`config.mk`:
```
export PLATFORM = sky130hd
export DESIGN_NAME = fsp_host
export DESIGN_NICKNAME = d
export VERILOG_FILES = /design/src/fsp_pkg.sv /design/src/fsp_cyc_if.sv /design/src/fsp_cycle.sv /design/src/fsp_host.sv
export VERILOG_INCLUDE_DIRS = /design/src
export SDC_FILE = /design/constraint.sdc
export NUM_CORES = 1
export LEC_CHECK = 0
export ABC_CLOCK_PERIOD_IN_PS = 2240
export BUFFER_PORTS_ARGS = -buffer_cell sky130_fd_sc_hd__buf_2
export CAP_MARGIN = 10
export CORE_MARGIN = 2
export CORE_UTILIZATION = 37
export CTS_CLUSTER_DIAMETER = 80
export DETAILED_ROUTE_END_ITERATION = 8
export PLACE_DENSITY = 0.56
export SLEW_MARGIN = 25
export SYNTH_ARGS = -nofsm -noshare
export SYNTH_HDL_FRONTEND = slang
export SYNTH_HIERARCHICAL = 1
export SYNTH_SLANG_ARGS = --single-unit
export TNS_END_PERCENT = 10
```
`constraint.sdc`:
```
create_clock -name clock -period 2.24 [get_ports clock]
set_clock_uncertainty 0.15 [all_clocks]
set_input_delay 0.448 -clock clock [delete_from_list [all_inputs] [get_ports clock]]
set_output_delay 0.448 -clock clock [all_outputs]
set_load 0.005 [all_outputs]
```
`src/fsp_regs.svh`:
```
// Register offsets, field positions, reset values, flash command codes and timing counts
// for the parallel NOR flash host controller. Included by the design modules and the bench.
//
// Notes on behaviour
// - Ready line valid only after final write strobe.
// - Status polls use address inside target block.
// - Wait recovery time after reset before reads.
// - Every program needs three-write unlock prefix.
// - Every erase needs full six-write sequence.
// - Query entry single write; exit command needed.
`ifndef FSP_REGS_SVH
`define FSP_REGS_SVH

// Register byte offsets
`define FSP_OFF_CMD 8'h00
`define FSP_OFF_CFG 8'h04
`define FSP_OFF_ADDR 8'h08
`define FSP_OFF_WDATA 8'h0C
`define FSP_OFF_RDATA 8'h10
`define FSP_OFF_STATUS 8'h14

// Command register opcodes (bits 3:0)
`define FSP_OP_READ 4'h0
`define FSP_OP_PROG 4'h1
`define FSP_OP_BERASE 4'h2
`define FSP_OP_CERASE 4'h3
`define FSP_OP_QENTRY 4'h4
`define FSP_OP_QEXIT 4'h5
`define FSP_OP_IDENTRY 4'h6
`define FSP_OP_IDEXIT 4'h7
`define FSP_OP_ABORTRST 4'h8
`define FSP_OP_HWRESET 4'h9

// Config register bits and reset value
`define FSP_CFG_WP_BIT 0
`define FSP_CFG_TOP_BIT 1
`define FSP_CFG_UNIF_BIT 2
`define FSP_CFG_RESET 3'h7

// Status register bits
`define FSP_ST_BUSY_BIT 0
`define FSP_ST_READY_BIT 1
`define FSP_ST_DONE_BIT 2
`define FSP_ST_REJ_BIT 3
`define FSP_ST_RBVALID_BIT 4

// Flash command addresses and data
`define FSP_UNLOCK_A1 22'h00_0555
`define FSP_UNLOCK_A2 22'h00_02AA
`define FSP_QUERY_A 22'h00_0055
`define FSP_UNLOCK_D1 16'h00AA
`define FSP_UNLOCK_D2 16'h0055
`define FSP_CMD_PROG 16'h00A0
`define FSP_CMD_ERASE 16'h0080
`define FSP_CMD_BERASE 16'h0050
`define FSP_CMD_CERASE 16'h0010
`define FSP_CMD_QUERY 16'h0098
`define FSP_CMD_ID 16'h0090
`define FSP_CMD_EXIT 16'h00F0

// Boot block ranges
`define FSP_BOOT_TOP_U_LO 22'h3F_8000
`define FSP_BOOT_BOT_U_HI 22'h00_7FFF
`define FSP_BOOT_TOP_N_LO 22'h3F_E000
`define FSP_BOOT_BOT_N_HI 22'h00_1FFF

// Timing: times in ns, counts in cycles of the clock
`define FSP_CLK_NS 100
`define FSP_GLITCH_NS 5
`define FSP_RC_NS 70
`define FSP_RP_NS 500
`define FSP_RHR_NS 1000
`define FSP_WE_CYC ((`FSP_GLITCH_NS + `FSP_CLK_NS - 1) / `FSP_CLK_NS)
`define FSP_RC_CYC ((`FSP_RC_NS + `FSP_CLK_NS - 1) / `FSP_CLK_NS)
`define FSP_RP_CYC ((`FSP_RP_NS + `FSP_CLK_NS - 1) / `FSP_CLK_NS)
`define FSP_RHR_CYC ((`FSP_RHR_NS + `FSP_CLK_NS - 1) / `FSP_CLK_NS)

// AXI responses
`define FSP_RESP_OKAY 2'h0
`define FSP_RESP_SLVERR 2'h2

`endif

```
`src/fsp_pkg.sv`:
```
// Types shared by the flash host controller modules.
// Assumes fsp_regs.svh is on the include path.
package fsp_pkg;
  typedef logic [21:0] fsp_addr_t;
  typedef logic [15:0] fsp_word_t;
  // Bus cycle engine states
  typedef enum logic [1:0] {CY_IDLE, CY_SETUP, CY_STROBE, CY_HOLD} fsp_cyc_e;
  // Command sequencer states
  typedef enum logic [2:0] {SQ_IDLE, SQ_WAITRDY, SQ_ISSUE, SQ_WAIT, SQ_POLL, SQ_PWAIT, SQ_RSTLOW,
                            SQ_RSTREC} fsp_seq_e;
endpackage

```
`src/fsp_cyc_if.sv`:
```
// Request and answer between the command sequencer and the flash bus cycle engine.
// Assumes fsp_pkg is compiled first.
`timescale 1ns/1ns
interface fsp_cyc_if;
  logic start;                 // One-cycle request, taken only while idle
  logic isWrite;               // Write cycle when high, read otherwise
  fsp_pkg::fsp_addr_t addr;    // Word address of the cycle
  fsp_pkg::fsp_word_t wdata;   // Write data
  fsp_pkg::fsp_word_t rdata;   // Captured read data
  logic done;                  // One-cycle pulse at the end of the cycle
  logic idle;                  // Engine free
  modport seq (output start, isWrite, addr, wdata, input rdata, done, idle);
  modport cyc (input start, isWrite, addr, wdata, output rdata, done, idle);
endinterface

```
`src/fsp_cycle.sv`:
```
// Single read or write cycle on the asynchronous flash pins.
// Assumes requests arrive one at a time through fsp_cyc_if and data inputs are synchronous.
`timescale 1ns/1ns
`include "fsp_regs.svh"
module fsp_cycle (
  // Clock and reset
  input wire logic clock,
  input wire logic rst_b,
  // Request from sequencer
  fsp_cyc_if.cyc bus,
  // Flash pins
  output logic flashCs_b,
  output logic flashWe_b,
  output logic flashOe_b,
  output fsp_pkg::fsp_addr_t flashAddr,
  output fsp_pkg::fsp_word_t flashDqOut,
  output logic flashDqOe,
  input wire fsp_pkg::fsp_word_t flashDqIn
);
  import fsp_pkg::*;

  fsp_cyc_e state;       // Cycle phase
  logic writing;         // Latched direction
  logic [3:0] cnt;       // Strobe length counter
  fsp_word_t rdata;      // Captured read word
  logic done;            // End pulse

  // Strobe length: write pulse well above the glitch floor, read meets the read cycle time
  wire [3:0] strobeLen = writing ? 4'(`FSP_WE_CYC - 1) : 4'(`FSP_RC_CYC - 1);
  wire strobeEnd = (state == CY_STROBE) && (cnt == 4'h0);

  assign bus.idle = (state == CY_IDLE);
  assign bus.rdata = rdata;
  assign bus.done = done;

  // Phase machine; address and data settle one cycle before the strobe falls
  always_ff @(posedge clock or negedge rst_b) begin
    if (!rst_b) begin
      state <= CY_IDLE;
      writing <= 1'b0;
      cnt <= 4'h0;
      done <= 1'b0;
    end else begin
      done <= 1'b0;
      case (state)
        CY_IDLE: begin
          if (bus.start) begin
            writing <= bus.isWrite;
            state <= CY_SETUP;
          end
        end
        CY_SETUP: begin
          cnt <= strobeLen;
          state <= CY_STROBE;
        end
        CY_STROBE: begin
          // Strobe held whole cycles so no sub-5 ns pulse can reach the pin
          if (strobeEnd) begin
            state <= CY_HOLD;
          end else begin
            cnt <= cnt - 4'h1;
          end
        end
        default: begin
          done <= 1'b1;
          state <= CY_IDLE;
        end
      endcase
    end
  end

  // Pin drivers; write enable and output enable never low together
  always_ff @(posedge clock or negedge rst_b) begin
    if (!rst_b) begin
      flashCs_b <= 1'b1;
      flashWe_b <= 1'b1;
      flashOe_b <= 1'b1;
      flashDqOe <= 1'b0;
    end else begin
      // Select stays low through the strobe's rising edge, so the write lands while the part is selected
      flashCs_b <= !((state == CY_IDLE && bus.start) || state == CY_SETUP || state == CY_STROBE);
      flashWe_b <= !(writing && (state == CY_SETUP || (state == CY_STROBE && !strobeEnd)));
      flashOe_b <= !(!writing && (state == CY_SETUP || (state == CY_STROBE && !strobeEnd)));
      // Data held one cycle past the rising write strobe
      flashDqOe <= (state == CY_IDLE) ? (bus.start && bus.isWrite) : (writing && state != CY_HOLD);
    end
  end

  // Address, write data and captured read data
  always_ff @(posedge clock or negedge rst_b) begin
    if (!rst_b) begin
      flashAddr <= 22'h00_0000;
      flashDqOut <= 16'h0000;
      rdata <= 16'h0000;
    end else begin
      if (state == CY_IDLE && bus.start) begin
        flashAddr <= bus.addr;
        flashDqOut <= bus.wdata;
      end
      if (strobeEnd && !writing) begin
        rdata <= flashDqIn;
      end
    end
  end

  property p_write_inhibit;
    @(posedge clock) disable iff (!rst_b) !flashWe_b |-> flashOe_b && !flashCs_b && flashDqOe;
  endproperty
  a_write_inhibit: assert property (p_write_inhibit) else $error("write strobe low while inhibited");

  property p_strobe_len;
    @(posedge clock) disable iff (!rst_b) $fell(flashWe_b) |-> !flashWe_b[*1] ##1 flashWe_b ##1 flashCs_b;
  endproperty
  a_strobe_len: assert property (p_strobe_len) else $error("write strobe length wrong");
endmodule

```
`src/fsp_host.sv`:
```
// Host controller for a 16-bit asynchronous NOR flash, commanded over AXI4-Lite.
// Assumes one clock, synchronous flash inputs and an external pull-up on the ready line.
//
// Decided for this implementation: the AXI4-Lite register port and the register offsets.
`timescale 1ns/1ns
`include "fsp_regs.svh"
module fsp_host #(
  parameter int AXI_ADDR_W = 8
) (
  // Clock and reset
  input wire logic clock,
  input wire logic rst_b,
  // AXI4-Lite write channels
  input wire logic [AXI_ADDR_W-1:0] s_axi_awaddr,
  input wire logic s_axi_awvalid,
  output logic s_axi_awready,
  input wire logic [31:0] s_axi_wdata,
  input wire logic [3:0] s_axi_wstrb,
  input wire logic s_axi_wvalid,
  output logic s_axi_wready,
  output logic [1:0] s_axi_bresp,
  output logic s_axi_bvalid,
  input wire logic s_axi_bready,
  // AXI4-Lite read channels
  input wire logic [AXI_ADDR_W-1:0] s_axi_araddr,
  input wire logic s_axi_arvalid,
  output logic s_axi_arready,
  output logic [31:0] s_axi_rdata,
  output logic [1:0] s_axi_rresp,
  output logic s_axi_rvalid,
  input wire logic s_axi_rready,
  // Flash pins
  output logic flashCs_b,
  output logic flashWe_b,
  output logic flashOe_b,
  output fsp_pkg::fsp_addr_t flashAddr,
  output fsp_pkg::fsp_word_t flashDqOut,
  output logic flashDqOe,
  input wire fsp_pkg::fsp_word_t flashDqIn,
  output logic flashRst_b,
  output logic flashWp_b,
  input wire logic flashReadyBusy_b
);
  import fsp_pkg::*;

  fsp_cyc_if cycIf ();

  // Software registers
  logic [2:0] cfg;          // Write protect level, top boot, uniform boot
  fsp_addr_t opAddr;        // Target word address
  fsp_word_t opData;        // Program data
  fsp_word_t rdData;        // Last word read from the flash
  logic doneFlag;           // Sticky: last command finished
  logic rejFlag;            // Sticky: last command refused by boot protection
  logic rbValid;            // Ready line meaningful since final strobe

  // AXI slave state
  logic awHeld, wHeld;
  logic [AXI_ADDR_W-1:0] awAddr;
  logic [31:0] wData;

  // Sequencer state
  fsp_seq_e seq;
  logic [3:0] opReg;
  logic [2:0] step;
  logic [2:0] wrCount;      // Writes issued in this command
  logic [7:0] cnt;          // Reset timing counter
  logic prevToggle;
  logic havePrev;

  // AXI handshakes and write decode
  assign s_axi_awready = !awHeld && !s_axi_bvalid;
  assign s_axi_wready = !wHeld && !s_axi_bvalid;
  assign s_axi_arready = !s_axi_rvalid;
  wire wrFire = awHeld && wHeld && !s_axi_bvalid;
  wire [7:0] wrOff = 8'(awAddr);
  wire [7:0] rdOff = 8'(s_axi_araddr);
  wire seqIdle = (seq == SQ_IDLE);
  wire wrCmd = wrFire && (wrOff == `FSP_OFF_CMD);
  wire cmdWr = wrCmd && seqIdle && s_axi_wstrb[0];
  wire wrKnown = (wrOff == `FSP_OFF_CMD) || (wrOff == `FSP_OFF_CFG) || (wrOff == `FSP_OFF_ADDR) ||
                 (wrOff == `FSP_OFF_WDATA) || (wrOff == `FSP_OFF_RDATA) || (wrOff == `FSP_OFF_STATUS);
  // A command while the sequencer is busy is refused with an error
  wire [1:0] wrResp = (!wrKnown || (wrCmd && !seqIdle)) ? `FSP_RESP_SLVERR : `FSP_RESP_OKAY;
  wire [3:0] newOp = wData[3:0];

  // Boot block decode for the configured variant
  wire inBootU = cfg[`FSP_CFG_TOP_BIT] ? (opAddr >= `FSP_BOOT_TOP_U_LO) : (opAddr <= `FSP_BOOT_BOT_U_HI);
  wire inBootN = cfg[`FSP_CFG_TOP_BIT] ? (opAddr >= `FSP_BOOT_TOP_N_LO) : (opAddr <= `FSP_BOOT_BOT_N_HI);
  wire inBoot = cfg[`FSP_CFG_UNIF_BIT] ? inBootU : inBootN;
  // Refuse locally what the flash would silently ignore, so software learns of it
  wire protHit = !cfg[`FSP_CFG_WP_BIT] &&
                 (newOp == `FSP_OP_CERASE || ((newOp == `FSP_OP_PROG || newOp == `FSP_OP_BERASE) && inBoot));

  // Register read mux
  wire [31:0] statusWord = {27'h000_0000, rbValid, rejFlag, doneFlag, flashReadyBusy_b, !seqIdle};
  wire rdKnown = (rdOff == `FSP_OFF_CMD) || (rdOff == `FSP_OFF_CFG) || (rdOff == `FSP_OFF_ADDR) ||
                 (rdOff == `FSP_OFF_WDATA) || (rdOff == `FSP_OFF_RDATA) || (rdOff == `FSP_OFF_STATUS);
  wire [31:0] rdMux = (rdOff == `FSP_OFF_CMD) ? {28'h000_0000, opReg} :
                      (rdOff == `FSP_OFF_CFG) ? {29'h0000_0000, cfg} :
                      (rdOff == `FSP_OFF_ADDR) ? {10'h000, opAddr} :
                      (rdOff == `FSP_OFF_WDATA) ? {16'h0000, opData} :
                      (rdOff == `FSP_OFF_RDATA) ? {16'h0000, rdData} :
                      (rdOff == `FSP_OFF_STATUS) ? statusWord : 32'h0000_0000;

  // Command sequence table: unlock prefix, then command, then target
  function automatic logic [37:0] seqWord(input logic [3:0] op, input logic [2:0] st,
                                          input fsp_addr_t a, input fsp_word_t d);
    logic [37:0] w;
    w = {a, d};
    if (op == `FSP_OP_QENTRY) begin
      w = {`FSP_QUERY_A, `FSP_CMD_QUERY};
    end else if (op == `FSP_OP_QEXIT || op == `FSP_OP_IDEXIT) begin
      w = {22'h00_0000, `FSP_CMD_EXIT};
    end else if (op == `FSP_OP_READ) begin
      w = {a, d};
    end else if (st == 3'h0 || st == 3'h3) begin
      w = (op == `FSP_OP_PROG && st == 3'h3) ? {a, d} : {`FSP_UNLOCK_A1, `FSP_UNLOCK_D1};
    end else if (st == 3'h1 || st == 3'h4) begin
      w = {`FSP_UNLOCK_A2, `FSP_UNLOCK_D2};
    end else if (st == 3'h2) begin
      w = {`FSP_UNLOCK_A1, (op == `FSP_OP_PROG) ? `FSP_CMD_PROG : (op == `FSP_OP_IDENTRY) ? `FSP_CMD_ID :
           (op == `FSP_OP_ABORTRST) ? `FSP_CMD_EXIT : `FSP_CMD_ERASE};
    end else begin
      w = (op == `FSP_OP_BERASE) ? {a, `FSP_CMD_BERASE} : {`FSP_UNLOCK_A1, `FSP_CMD_CERASE};
    end
    return w;
  endfunction

  // Index of the final write of each command
  wire [2:0] lastStep = (opReg == `FSP_OP_PROG) ? 3'h3 :
                        (opReg == `FSP_OP_BERASE || opReg == `FSP_OP_CERASE) ? 3'h5 :
                        (opReg == `FSP_OP_IDENTRY || opReg == `FSP_OP_ABORTRST) ? 3'h2 : 3'h0;
  wire [37:0] curWord = seqWord(opReg, step, opAddr, opData);
  wire isPolled = (opReg == `FSP_OP_PROG) || (opReg == `FSP_OP_BERASE) || (opReg == `FSP_OP_CERASE);
  wire polling = (seq == SQ_POLL);
  // Polls read the target address so the status bits belong to the block in work
  assign cycIf.start = ((seq == SQ_ISSUE) || polling) && cycIf.idle;
  assign cycIf.isWrite = !polling && (opReg != `FSP_OP_READ);
  assign cycIf.addr = polling ? opAddr : curWord[37:16];
  assign cycIf.wdata = curWord[15:0];
  wire toggleStill = havePrev && (cycIf.rdata[6] == prevToggle);
  wire rstDone = (cnt == 8'h00);
  assign flashRst_b = (seq != SQ_RSTLOW);
  assign flashWp_b = cfg[`FSP_CFG_WP_BIT];

  fsp_cycle uCycle (
    .clock(clock),
    .rst_b(rst_b),
    .bus(cycIf.cyc),
    .flashCs_b(flashCs_b),
    .flashWe_b(flashWe_b),
    .flashOe_b(flashOe_b),
    .flashAddr(flashAddr),
    .flashDqOut(flashDqOut),
    .flashDqOe(flashDqOe),
    .flashDqIn(flashDqIn)
  );

  // AXI channel holding and responses
  always_ff @(posedge clock or negedge rst_b) begin
    if (!rst_b) begin
      awHeld <= 1'b0;
      wHeld <= 1'b0;
      awAddr <= '0;
      wData <= 32'h0000_0000;
      s_axi_bvalid <= 1'b0;
      s_axi_bresp <= `FSP_RESP_OKAY;
      s_axi_rvalid <= 1'b0;
      s_axi_rresp <= `FSP_RESP_OKAY;
      s_axi_rdata <= 32'h0000_0000;
    end else begin
      if (s_axi_awvalid && s_axi_awready) begin
        awHeld <= 1'b1;
        awAddr <= s_axi_awaddr;
      end
      if (s_axi_wvalid && s_axi_wready) begin
        wHeld <= 1'b1;
        wData <= s_axi_wdata;
      end
      if (wrFire) begin
        awHeld <= 1'b0;
        wHeld <= 1'b0;
        s_axi_bvalid <= 1'b1;
        s_axi_bresp <= wrResp;
      end else if (s_axi_bready) begin
        s_axi_bvalid <= 1'b0;
      end
      if (s_axi_arvalid && s_axi_arready) begin
        s_axi_rvalid <= 1'b1;
        s_axi_rdata <= rdMux;
        s_axi_rresp <= rdKnown ? `FSP_RESP_OKAY : `FSP_RESP_SLVERR;
      end else if (s_axi_rready) begin
        s_axi_rvalid <= 1'b0;
      end
    end
  end

  // Software-written registers; cfg needs byte enable 0, the address and data registers ignore the byte enables
  always_ff @(posedge clock or negedge rst_b) begin
    if (!rst_b) begin
      cfg <= `FSP_CFG_RESET;
      opAddr <= 22'h00_0000;
      opData <= 16'h0000;
    end else if (wrFire) begin
      if (wrOff == `FSP_OFF_CFG && s_axi_wstrb[0]) cfg <= wData[2:0];
      if (wrOff == `FSP_OFF_ADDR && seqIdle) opAddr <= wData[21:0];
      if (wrOff == `FSP_OFF_WDATA && seqIdle) opData <= wData[15:0];
    end
  end

  // Command sequencer
  always_ff @(posedge clock or negedge rst_b) begin
    if (!rst_b) begin
      seq <= SQ_IDLE;
      opReg <= `FSP_OP_READ;
      step <= 3'h0;
      wrCount <= 3'h0;
      cnt <= 8'h00;
      doneFlag <= 1'b0;
      rejFlag <= 1'b0;
      rbValid <= 1'b0;
      rdData <= 16'h0000;
      prevToggle <= 1'b0;
      havePrev <= 1'b0;
    end else begin
      if (cycIf.start && cycIf.isWrite) wrCount <= wrCount + 3'h1;
      case (seq)
        SQ_IDLE: begin
          if (cmdWr) begin
            opReg <= newOp;
            step <= 3'h0;
            wrCount <= 3'h0;
            havePrev <= 1'b0;
            doneFlag <= 1'b0;
            rbValid <= 1'b0;
            rejFlag <= protHit;
            if (protHit) begin
              doneFlag <= 1'b1;
            end else if (newOp == `FSP_OP_HWRESET) begin
              cnt <= 8'(`FSP_RP_CYC - 1);
              seq <= SQ_RSTLOW;
            end else begin
              seq <= SQ_WAITRDY;
            end
          end
        end
        SQ_WAITRDY: begin
          // Exits and new sequences wait for the flash to report ready
          if (flashReadyBusy_b) seq <= SQ_ISSUE;
        end
        SQ_ISSUE: begin
          if (cycIf.start) seq <= SQ_WAIT;
        end
        SQ_WAIT: begin
          if (cycIf.done) begin
            if (opReg == `FSP_OP_READ) begin
              rdData <= cycIf.rdata;
              doneFlag <= 1'b1;
              seq <= SQ_IDLE;
            end else if (step == lastStep) begin
              rbValid <= 1'b1;
              seq <= isPolled ? SQ_POLL : SQ_IDLE;
              doneFlag <= !isPolled;
            end else begin
              step <= step + 3'h1;
              seq <= SQ_ISSUE;
            end
          end
        end
        SQ_POLL: begin
          if (cycIf.start) seq <= SQ_PWAIT;
        end
        SQ_PWAIT: begin
          // Two successive reads with the same toggle bit mean the operation ended
          if (cycIf.done) begin
            rdData <= cycIf.rdata;
            prevToggle <= cycIf.rdata[6];
            havePrev <= 1'b1;
            seq <= toggleStill ? SQ_IDLE : SQ_POLL;
            doneFlag <= toggleStill;
          end
        end
        SQ_RSTLOW: begin
          cnt <= rstDone ? 8'(`FSP_RHR_CYC - 1) : cnt - 8'h01;
          if (rstDone) seq <= SQ_RSTREC;
        end
        default: begin
          // No flash access until recovery has elapsed
          cnt <= cnt - 8'h01;
          if (rstDone) begin
            doneFlag <= 1'b1;
            seq <= SQ_IDLE;
          end
        end
      endcase
    end
  end

  property p_rb_valid;
    @(posedge clock) disable iff (!rst_b) $rose(rbValid) |-> $past(seq) == SQ_WAIT && $past(cycIf.done);
  endproperty
  a_rb_valid: assert property (p_rb_valid) else $error("ready line trusted before final strobe");

  property p_prog_prefix;
    @(posedge clock) disable iff (!rst_b)
      (cycIf.start && seq == SQ_ISSUE && opReg == `FSP_OP_PROG && step == 3'h3) |-> wrCount == 3'h3;
  endproperty
  a_prog_prefix: assert property (p_prog_prefix) else $error("program without unlock prefix");

  property p_erase_seq;
    @(posedge clock) disable iff (!rst_b)
      (cycIf.start && seq == SQ_ISSUE && opReg == `FSP_OP_BERASE && step == 3'h5) |-> wrCount == 3'h5;
  endproperty
  a_erase_seq: assert property (p_erase_seq) else $error("erase without six writes");

  property p_poll_addr;
    @(posedge clock) disable iff (!rst_b) (cycIf.start && polling) |-> cycIf.addr == opAddr && !cycIf.isWrite;
  endproperty
  a_poll_addr: assert property (p_poll_addr) else $error("status poll off target address");

  property p_poll_done;
    @(posedge clock) disable iff (!rst_b)
      ($rose(doneFlag) && $past(seq) == SQ_PWAIT) |-> havePrev && rdData[6] == prevToggle;
  endproperty
  a_poll_done: assert property (p_poll_done) else $error("done while toggle bit still moving");

  property p_rst_pulse;
    @(posedge clock) disable iff (!rst_b) $fell(flashRst_b) |-> !flashRst_b[*5] ##1 flashRst_b;
  endproperty
  a_rst_pulse: assert property (p_rst_pulse) else $error("flash reset pulse length wrong");

  property p_recovery;
    @(posedge clock) disable iff (!rst_b) $rose(flashRst_b) |-> !cycIf.start[*8];
  endproperty
  a_recovery: assert property (p_recovery) else $error("flash access inside reset recovery");

  property p_boot_refuse;
    @(posedge clock) disable iff (!rst_b) (cmdWr && protHit) |=> seq == SQ_IDLE && rejFlag && doneFlag;
  endproperty
  a_boot_refuse: assert property (p_boot_refuse) else $error("protected command not refused");

  property p_busy_gate;
    @(posedge clock) disable iff (!rst_b) ($past(seq) == SQ_WAITRDY && seq == SQ_ISSUE) |-> $past(flashReadyBusy_b);
  endproperty
  a_busy_gate: assert property (p_busy_gate) else $error("command issued while flash busy");
endmodule

```
# After elaboration in Yosys (flattened, before gate mapping)
# Index checks and enable logic that the tools add are counted.
# W data, S select, Z words.
# word_totals
reg_bits	216
latch_bits	0
mem_bits_rw	0
rom_bits	0
inputBits	76
output_inout_bits	85
wordCells	285
memories	0
# op_classes
n_addsub	3
multipliers	0
n_div	0
magnitude_cmp	4
n_eq_ne	55
shifts	0
mux	85
n_bitwise	2
n_reduce_logical	103
# ops
op	n
$mux W38	8
$mux W22	4
$mux W16	5
$mux W3	20
$ge A22 B22 Y1 const B	2
$eq A8 B4 Y1 const B	4
$eq A8 B5 Y1 const B	4
$mux W8	4
$pmux W16 S2	1
$logic_and A1 B1 Y1	28
$mux W1	25
$logic_not A8 Y1	3
$logic_or A1 B1 Y1	24
$pmux W8 S3	1
$le A22 B13 Y1 const B	1
$le A22 B15 Y1 const B	1
$mux W7	3
$pmux W3 S7	1
$ne A2 B2 Y1 const B	9
$eq A4 B2 Y1 const B	4
$eq A4 B3 Y1 const B	4
$eq A8 B3 Y1 const B	2
$ne A2 B1 Y1 const B	8
$reduce_and A2 Y1	8
other kinds (37)	78

# Logic depth before layout (Yosys ltp)
# Gate-level depths: netlist of the first run.
# logic_depth
depth_word	11
ltp_mapped	9
ltp_nobuf	9

# Modules after synthesis
# Netlist of the first run, hierarchy kept.
# modules_own_cells
module	instances	cells_each	area_each_um2	seq_area_each_um2
fsp_host	1	672	7074.3	3457.1
fsp_cycle	1	167	2640.0	1655.3

# Least setup slack after synthesis of the first run
# Ideal clock, no wire load.
# synth_path
kind	reg2reg
start	reg opReg[0]
end	reg rdData[10]
setup_ns	0.125
arrival_ns	2.175
t_required_ns	1.965
path_slack_ns	-0.210
path_stages_with_launch	7
path_buffers	2
synth_period_minus_slack_ns	2.450
path_cell_list	dfrtp_1 > buf_2 > nor4_1 > a21oi_1 > nor2_2 > buf_6 > mux2_2
# synth_between
elab_chain_len	3
# synth_lines
element	line_no	rtl
from (decl)	fsp_host.sv:64	logic [3:0] opReg;
from (signal assigned)	fsp_host.sv:216	opReg <= `FSP_OP_READ;
from (signal assigned)	fsp_host.sv:231	opReg <= newOp;
$logic_not A4 Y1 (no line)	-	
$ne A2 B2 Y1 (no line)	-	
$reduce_and A4 Y1 (no line)	-	
to (signal assigned)	fsp_host.sv:258	rdData <= cycIf.rdata;
to (signal assigned)	fsp_host.sv:277	rdData <= cycIf.rdata;
to (decl)	fsp_host.sv:52	fsp_word_t rdData;
# Every way passes these cells.
# A chain may end at the register's enable or synchronous reset.

# Worst setup path after layout of the first run
# layout_path
start	reg opReg[1]
end	reg doneFlag
# layout_between
elab_chain_len	8
elab_cells_between_ends	21
classes_between	7 x eq/ne; 7 x mux; 7 x reduce/logical
# layout_lines
element	line_no	rtl
$eq A4 B3 Y1 (no line), or another cell as far along	-	
$logic_or A1 B1 Y1 (on tied branches)	-	
$mux W2 / $logic_or A1 B1 Y1 (equally long branches)	fsp_host.sv:133, fsp_host.sv:135	
$mux W3 / $logic_not A1 Y1 (equally long branches)	fsp_host.sv:132, fsp_host.sv:264	
$mux W3 / $mux W1 (equally long branches)	fsp_host.sv:131, fsp_host.sv:261	
$eq A3 B3 Y1 / $mux W1 (equally long branches)	fsp_host.sv:261, fsp_host.sv:257	
$ne A3 B3 Y1 (no line) / $mux W1 (equally long branches)	-	
$reduce_and A6 Y1 (no line) / $pmux W1 S4 (equally long branches)	-	
to (signal assigned)	fsp_host.sv:264	doneFlag <= !isPolled;
to (signal assigned)	fsp_host.sv:281	doneFlag <= toggleStill;
to (decl)	fsp_host.sv:53	logic doneFlag;
# Parallel ways exist; a longest one is shown, timed or not. The select of a mux whose other input is x is not followed.

==> metrics.txt, run 1 <==
status=finished, violations left; failing checks=negative setup slack; Residual DRC=0; max_cap viols=0; FF-to-FF path depth=6; initial DRC count=403; CTS clk-pin slew, worst paths=0.06 ns; critical path launch point type=flop; Leak=around 6.0 nW; Synth Cell Area=9710 um^2; TritonCTS Sinks=a little over 200; layout cells sized above 1=between 40% and 50%; total congestion overflow=0; initial cell density of the core=between 30% and 40%; cell chain of the critical path=nor4bb_4 -> or4_4 -> a22oi_2 -> nor4_2 -> or4_4 -> mux2_4; arrival time at the worst endpoint=about 2.6 ns; ANT cells=0; CP max stage cell=or4_4; top post-synthesis cells by area=dfrtp_1 (51%), mux2_2 (16%), o21ai_0 (2.7%); placed cell area=about 11,000 um^2; Final nets=about 1,200; WS Path Type=flop to flop; Syn Area/Cell=around 12 um^2; cell taking the most area after synthesis=dfrtp_1; first-pass GRT wire length=between 40,000 and 50,000 um; Layout area overhead=27.8%; hold slack=0.0139 ns; crit path capture type=flop; pwr/cell area=roughly 1200 nW/um^2; average wire per standard cell=~18 um; cells after synthesis=839; CTS tree=yes; Crit path top cell by count=or4_4; post-synthesis async set-or-reset flop share=100%; Ports=about 160; Req. time, crit path=approximately 2.5 ns; FMAX=roughly 0.43 GHz; Filler Cells Inserted=around 2,400; R2R setup slack=-0.11 ns; gp weighted congestion=roughly 0.86; final std cells w/o fill=1,415; Min-Delay Path Class=input port to flop; Slew HR=between 50 and 60%; vias in the first global route=7,353; worst setup path start=opReg[1]; sequential fraction of the synthesis area=52.6%; most frequent cell after synthesis=dfrtp_1; Main synth FF type=dfrtp_1; drt pass-1 iters=5; via/cell ratio=approximately 5.1; post-route cell area=roughly 12,000 um^2; maximum number of pins on one net before global-route repair=51; max-slew violations=0; clock latency on the worst-skew pair=around 0.5 ns; Post-synth EDFFs=0; max incr delay on CP=approximately 0.49 ns; H-tree Lvls=1; wirelength, routed=about 26,000 um; cts bufs inserted=23; DR vias=around 7,200; Final Hold Fails=0; Synth top area share=approximately half; Tightest Pin Transition=about 0.60 ns; core area=about 26,000 um^2; post-DP HPWL=between 15,000 and 20,000 um; Total GRT Usage=a little under a fifth; Routed Antenna Nets=0; Port Buf Inserts=between 100 and 150; FP Rows=59; Peak VDD IR=between 600 and 700 uV; Die Wd=roughly 170 um; die height=around 170 um; Bufs on Longest Clock Path=3; antenna violations before repair=0; #FFs+latches synth=about 200; post-route minimum period=roughly 2.4 ns; YS warnings=6; dpl ws=-0.177 ns; Synth top cells by count=dfrtp_1 (198), mux2_2 (138), nand2_1 (58); synth unique cells=66; CP Max Fanout=5; clk root buf=clkbuf_16; post-route setup slack=-0.112 ns; r2r endpoint=doneFlag; fin crit share=105%; Die ar.=~28,000 um^2; CP Capture Point=doneFlag; RR Startpoint=opReg[1]; placed insts=~1,400; # setup viols final=11; RSZ-0062 raised after global routing=yes
critical path, delay by kind of cell, from the launching register on:
family,cells,cell delay [ns]
and+or+nand+nor,4,1.15
DFF,1,0.43
muxes,1,0.31
AOI/OAI and AO/OA,1,0.19
power breakdown:
part | switching, mW | leakage, nW | internal (mW) | total [mW]
Combinational | 2.91 | 3.01 | 3.10 | 6.01
Sequential | 0.787 | 2.63 | 4.73 | 5.52
Clock | 1.52 | 0.381 | 2.25 | 3.77
Total | 5.22 | 6.02 | 10.1 | 15.3
repair_timing:
action                     4_1_cts  5_1_grt
hold endpoints to repair        39        0
gates resized for setup         15       20
pin swaps                        3        5
setup buffers                    2        1
hold buffers                     8        0
setup endpoints to repair       28       61
worst min-delay path by stage:
stage                               start   endpoint  slack [ns]  cells past startpoint
after floorplan                     rst_b  awAddr[0]       0.002                      0
after global placement              rst_b   wData[3]        0.24                      1
after detailed placement            rst_b      wHeld        0.24                      1
after CTS                  s_axi_wdata[8]   wData[8]      0.0005                      2
after global routing      s_axi_awaddr[4]  awAddr[4]       0.003                      2
final                      s_axi_wdata[0]   wData[0]        0.01                      2
metal layers:
layer | track usage (%) | vias up | share of wire, %
li1 | - | 3443 | -
met1 | 25.3 | 3608 | 46
met2 | 30.9 | 154 | 48
met3 | 2.53 | 42 | 4.3
met4 | 4.80 | 0 | 2.2
met5 | 0 | - | 0
layout by cell type, fill, tap and decap left out, types with 8 or more instances in the layout:
master	Yosys	routed
dfrtp_1	198	195
mux2_2	138	137
buf_2	2	134
buf_4	13	89
nand2_1	58	55
o21ai_0	52	50
nor2_1	50	48
a21oi_1	34	32
and2_1	25	25
clkbuf_16	0	23
inv_1	19	19
a22o_1	14	14
mux2i_1	12	12
conb_1	1	12
nand2b_1	11	11
nor3_1	11	11
mux2_4	10	11
ha_1	13	11
buf_12	1	11
o21a_1	9	9
nand3_1	8	8
dlygate4sd3_1	0	8
logic make-up (layout without fill, tap and decap cells):
kind of cell | Yosys count | count (layout) | share of synthesized area, %
mux | 160 | 160 | 18.8
flops | 204 | 204 | 52.6
buf+inv | 74 | 304 | 3.86
simple gates | 217 | 217 | 11.6
xor+xnor | 1 | 1 | 0.0902
fa+ha+maj | 13 | 13 | 1.67
compound gates | 169 | 169 | 11.3
other cells | 1 | 12 | 0.0386
flip-flops by register name, summed over array words and instances, names as in the netlist, 2 cells and up:
signal	flops
opAddr	22
s_axi_rdata	22
uCycle/flashAddr	22
wData	22
opData	16
rdData	16
uCycle/bus.rdata	16
uCycle/flashDqOut	16
awAddr	8
cnt	8
opReg	4
uCycle/cnt	4
cfg	3
seq	3
step	3
uCycle/state	2
area by class of cell:
class	instances	area [um^2]	share of cell area (%)
clock buffer	31	646	5.20
clock inverter	11	113	0.907
inverter	19	71.3	0.574
multi-input combinational	572	4400	35.4
sequential	204	5120	41.2
tap	335	419	3.38
timing repair buffer	243	1650	13.3
metrics by stage:
stage	total power, mW	setup TNS, ns	util [%]
after CTS	15.3	-0.406	47.7
after detailed placement	11.3	-1.67	44.1
final	15.3	-0.532	47.9
after global routing	16.3	-3.41	47.9
after floorplan	8.87	-1.76	-
after global placement	11.2	-2.22	44.1
Note: power is estimated with default switching activity, not from simulation.
==> run 2: changes to the inputs <==
--- a/config.mk
+++ b/config.mk
@@ -6,14 +6,14 @@
 export SDC_FILE = /design/constraint.sdc
 export NUM_CORES = 1
 export LEC_CHECK = 0
-export ABC_CLOCK_PERIOD_IN_PS = 2240
+export ABC_CLOCK_PERIOD_IN_PS = 2000
 export BUFFER_PORTS_ARGS = -buffer_cell sky130_fd_sc_hd__buf_2
 export CAP_MARGIN = 10
 export CORE_MARGIN = 2
 export CORE_UTILIZATION = 37
 export CTS_CLUSTER_DIAMETER = 80
 export DETAILED_ROUTE_END_ITERATION = 8
-export PLACE_DENSITY = 0.56
+export PLACE_DENSITY = 0.57
 export SLEW_MARGIN = 25
 export SYNTH_ARGS = -nofsm -noshare
 export SYNTH_HDL_FRONTEND = slang
==> constraint.sdc (replaced) <==
create_clock -name clock -period 2 [get_ports clock]
set_clock_uncertainty 0.15 [all_clocks]
set_input_delay 0.4 -clock clock [delete_from_list [all_inputs] [get_ports clock]]
set_output_delay 0.4 -clock clock [all_outputs]
set_load 0.005 [all_outputs]
==> metrics.txt, run 2 (synthesis results as in run 1) <==
Total GRT Usage=19.6% (+1.1 points); failing checks=negative setup slack; worst setup path start=step[1]; Die ar.=27,600 um^2 (unchanged); status=finished, violations left; antenna violations before repair=0 (unchanged); commonest non-fill, non-tap cell in the layout=dfrtp_1; FMAX=0.434 GHz (+2.1%); Final Hold Fails=0 (unchanged); Peak VDD IR=715 uV (+15%); P_sw=6.26 mW (+20%); vias in the first global route=7,911 (+7.6%); initial cell density of the core=37.5% (unchanged); arrival time at the worst endpoint=2.54 ns (-0.06 ns); post-route minimum period=2.30 ns (-0.0494 ns); cell chain of the critical path=buf_4 -> or4_4 -> a22oi_2 -> nor4_1 -> or4_1 -> mux2_2; post-route setup slack=-0.303 ns (-0.191 ns); final core occ=52.5% (+4.6 points); Residual DRC=0 (unchanged); WS Path Type=flop to flop; clock latency on the worst-skew pair=0.51 ns (about the same); core area=25,900 um^2 (unchanged); Leak=6.57 nW (+9.1%); layout cells sized above 1=48.3% (+4.9 points); via/cell ratio=5.04 (-1.5%); drt pass-1 iters=6 (+1); CTS tree=yes; max_cap viols=0 (unchanged); fin crit share=115% (+10 points); # setup viols final=118 (+107); maximum number of pins on one net before global-route repair=58 (+14%); ANT cells=0 (unchanged); Final nets=1,249 (+8.4%); total congestion overflow=0 (unchanged); TritonCTS Sinks=204 (unchanged); Min-Delay Path Class=input port to flop; CTS clk-pin slew, worst paths=0.06 ns (about the same); average wire per standard cell=17.9 um (-0.65%); FP Rows=59 (unchanged); Logic pwr share=42.7% (+3.4 points); Layout area overhead=40.0%; gp weighted congestion=0.912 (+6.1%); critical path launch point type=flop; Port Buf Inserts=135 (unchanged); first-pass GRT wire length=43,400 um (+6.7%); cts bufs inserted=24 (+4.3%); Routed Antenna Nets=0 (unchanged); Clock Power Share=24.5% (-0.2 points); sequential share of power=32.8% (-3.3 points); CP max stage cell=or4_4; CP Max Fanout=4 (-1); die height=166 um (unchanged); H-tree Lvls=1 (unchanged); crit path capture type=flop; DR vias=7,627 (+5.2%); Sw Share=33.4% (-0.75 points); max-slew violations=0 (unchanged); clk root buf=clkbuf_16; wirelength, routed=27,100 um (+6.2%); RR Startpoint=step[1]; post-DP HPWL=18,700 um (+1.6%); pwr/cell area=1380 nW/um^2 (+12%); RSZ-0062 raised after global routing=yes; Bufs on Longest Clock Path=3 (unchanged); max incr delay on CP=0.54 ns (+0.05 ns); Ports=161 (unchanged); Die Wd=166 um (unchanged); cell internal pwr=12.5 mW (+24%); initial DRC count=395 (-2.0%); commonest non-fill, non-tap cells in the layout=dfrtp_1 (194), mux2_2 (135), buf_4 (135); Hold Startpoint=s_axi_wdata[21]; Req. time, crit path=2.24 ns (-0.25 ns); hold slack=0.0234 ns (+0.00948 ns); Filler Cells Inserted=2,271 (-4.9%)
run 2: cell types whose count changed in the layout (fill, tap and decap cells not counted), moves of 4 or more:
| cell | delta |
|---|---|
| and2_4 | +7 |
| buf_4 | +46 |
| o21ai_1 | +10 |
| and2_1 | -7 |
| ha_4 | +4 |
| o21ai_0 | -13 |
| nand2_1 | -6 |
| inv_2 | +4 |
| nand2_2 | +4 |
| buf_6 | +10 |
| inv_1 | -4 |
| dlygate4sd3_1 | +40 |
run 2: metrics by stage:
stage	TNS (ns)	std cells	setup WS [ns]	total power [mW]	instance area [um^2]
after detailed placement	-22.14	1408	-0.354	13.1	11800
after floorplan	-11.53	850	-0.297	9.95	9770
after global placement	-20.51	1408	-0.368	13.0	11800
after global routing	-21.59	1512	-0.365	19.9	13600
after CTS	-14.71	1508	-0.292	18.4	13400
final	-11.55	1512	-0.303	18.8	13600
run 2: layout make-up:
type                       instances  area, um^2  area share (%)
clock buffer                      32         712            5.24
clock inverter                    11         143            1.05
inverter                          19        71.3           0.524
multi-input combinational        573        4650            34.2
sequential                       204        5120            37.6
tap                              335         419            3.08
timing repair buffer             338        2490            18.3
run 2: worst paths after layout:
path,to,slack (ns),depth (start not counted)
worst max register to register,doneFlag,-0.30,6
max in group asynchronous,rdData[13],0.87,3
worst min-delay path,wData[21],0.02,2
min in group asynchronous,cnt[2],0.20,2
worst min register to register,cnt[7],0.33,1
worst max-delay path,doneFlag,-0.30,6
run 2: critical path: cells and delay by family (launching register included):
kind,cells,cell delay (ns)
multiplexers,1,0.29
AND/OR/NAND/NOR,3,1.01
AO/OA/AOI/OAI,1,0.14
buffers and inverters,1,0.17
flip-flops,1,0.41
run 2: what timing repair did:
action / 4_1_cts / 5_1_grt
hold buffers: 48 / 0
pin swaps: 16 / 10
endpoints found under the hold margin: 221 / 0
setup buffers: 8 / 4
setup endpoints to repair: 132 / 136
gates cloned: 1 / 1
gates resized for setup: 54 / 56
run 2: power by group through the flow:
stage | clock network, mW | registers, mW | logic (mW)
finish | 4.60 | 6.15 | 8.01
global route | 4.90 | 6.32 | 8.72
CTS | 4.72 | 6.11 | 7.59
detailed placement | 0 | 6.15 | 6.97
global placement | 0 | 6.12 | 6.91
floorplan | 0 | 5.97 | 3.98
run 2: routing by layer:
metal / up-vias / global-route usage, % / part of all wire (%)
li1: 3657 / - / -
met1: 3741 / 27.3 / 47
met2: 192 / 32.2 / 47
met3: 37 / 2.31 / 3.9
met4: 0 / 5.78 / 2.4
met5: - / 0 / 0
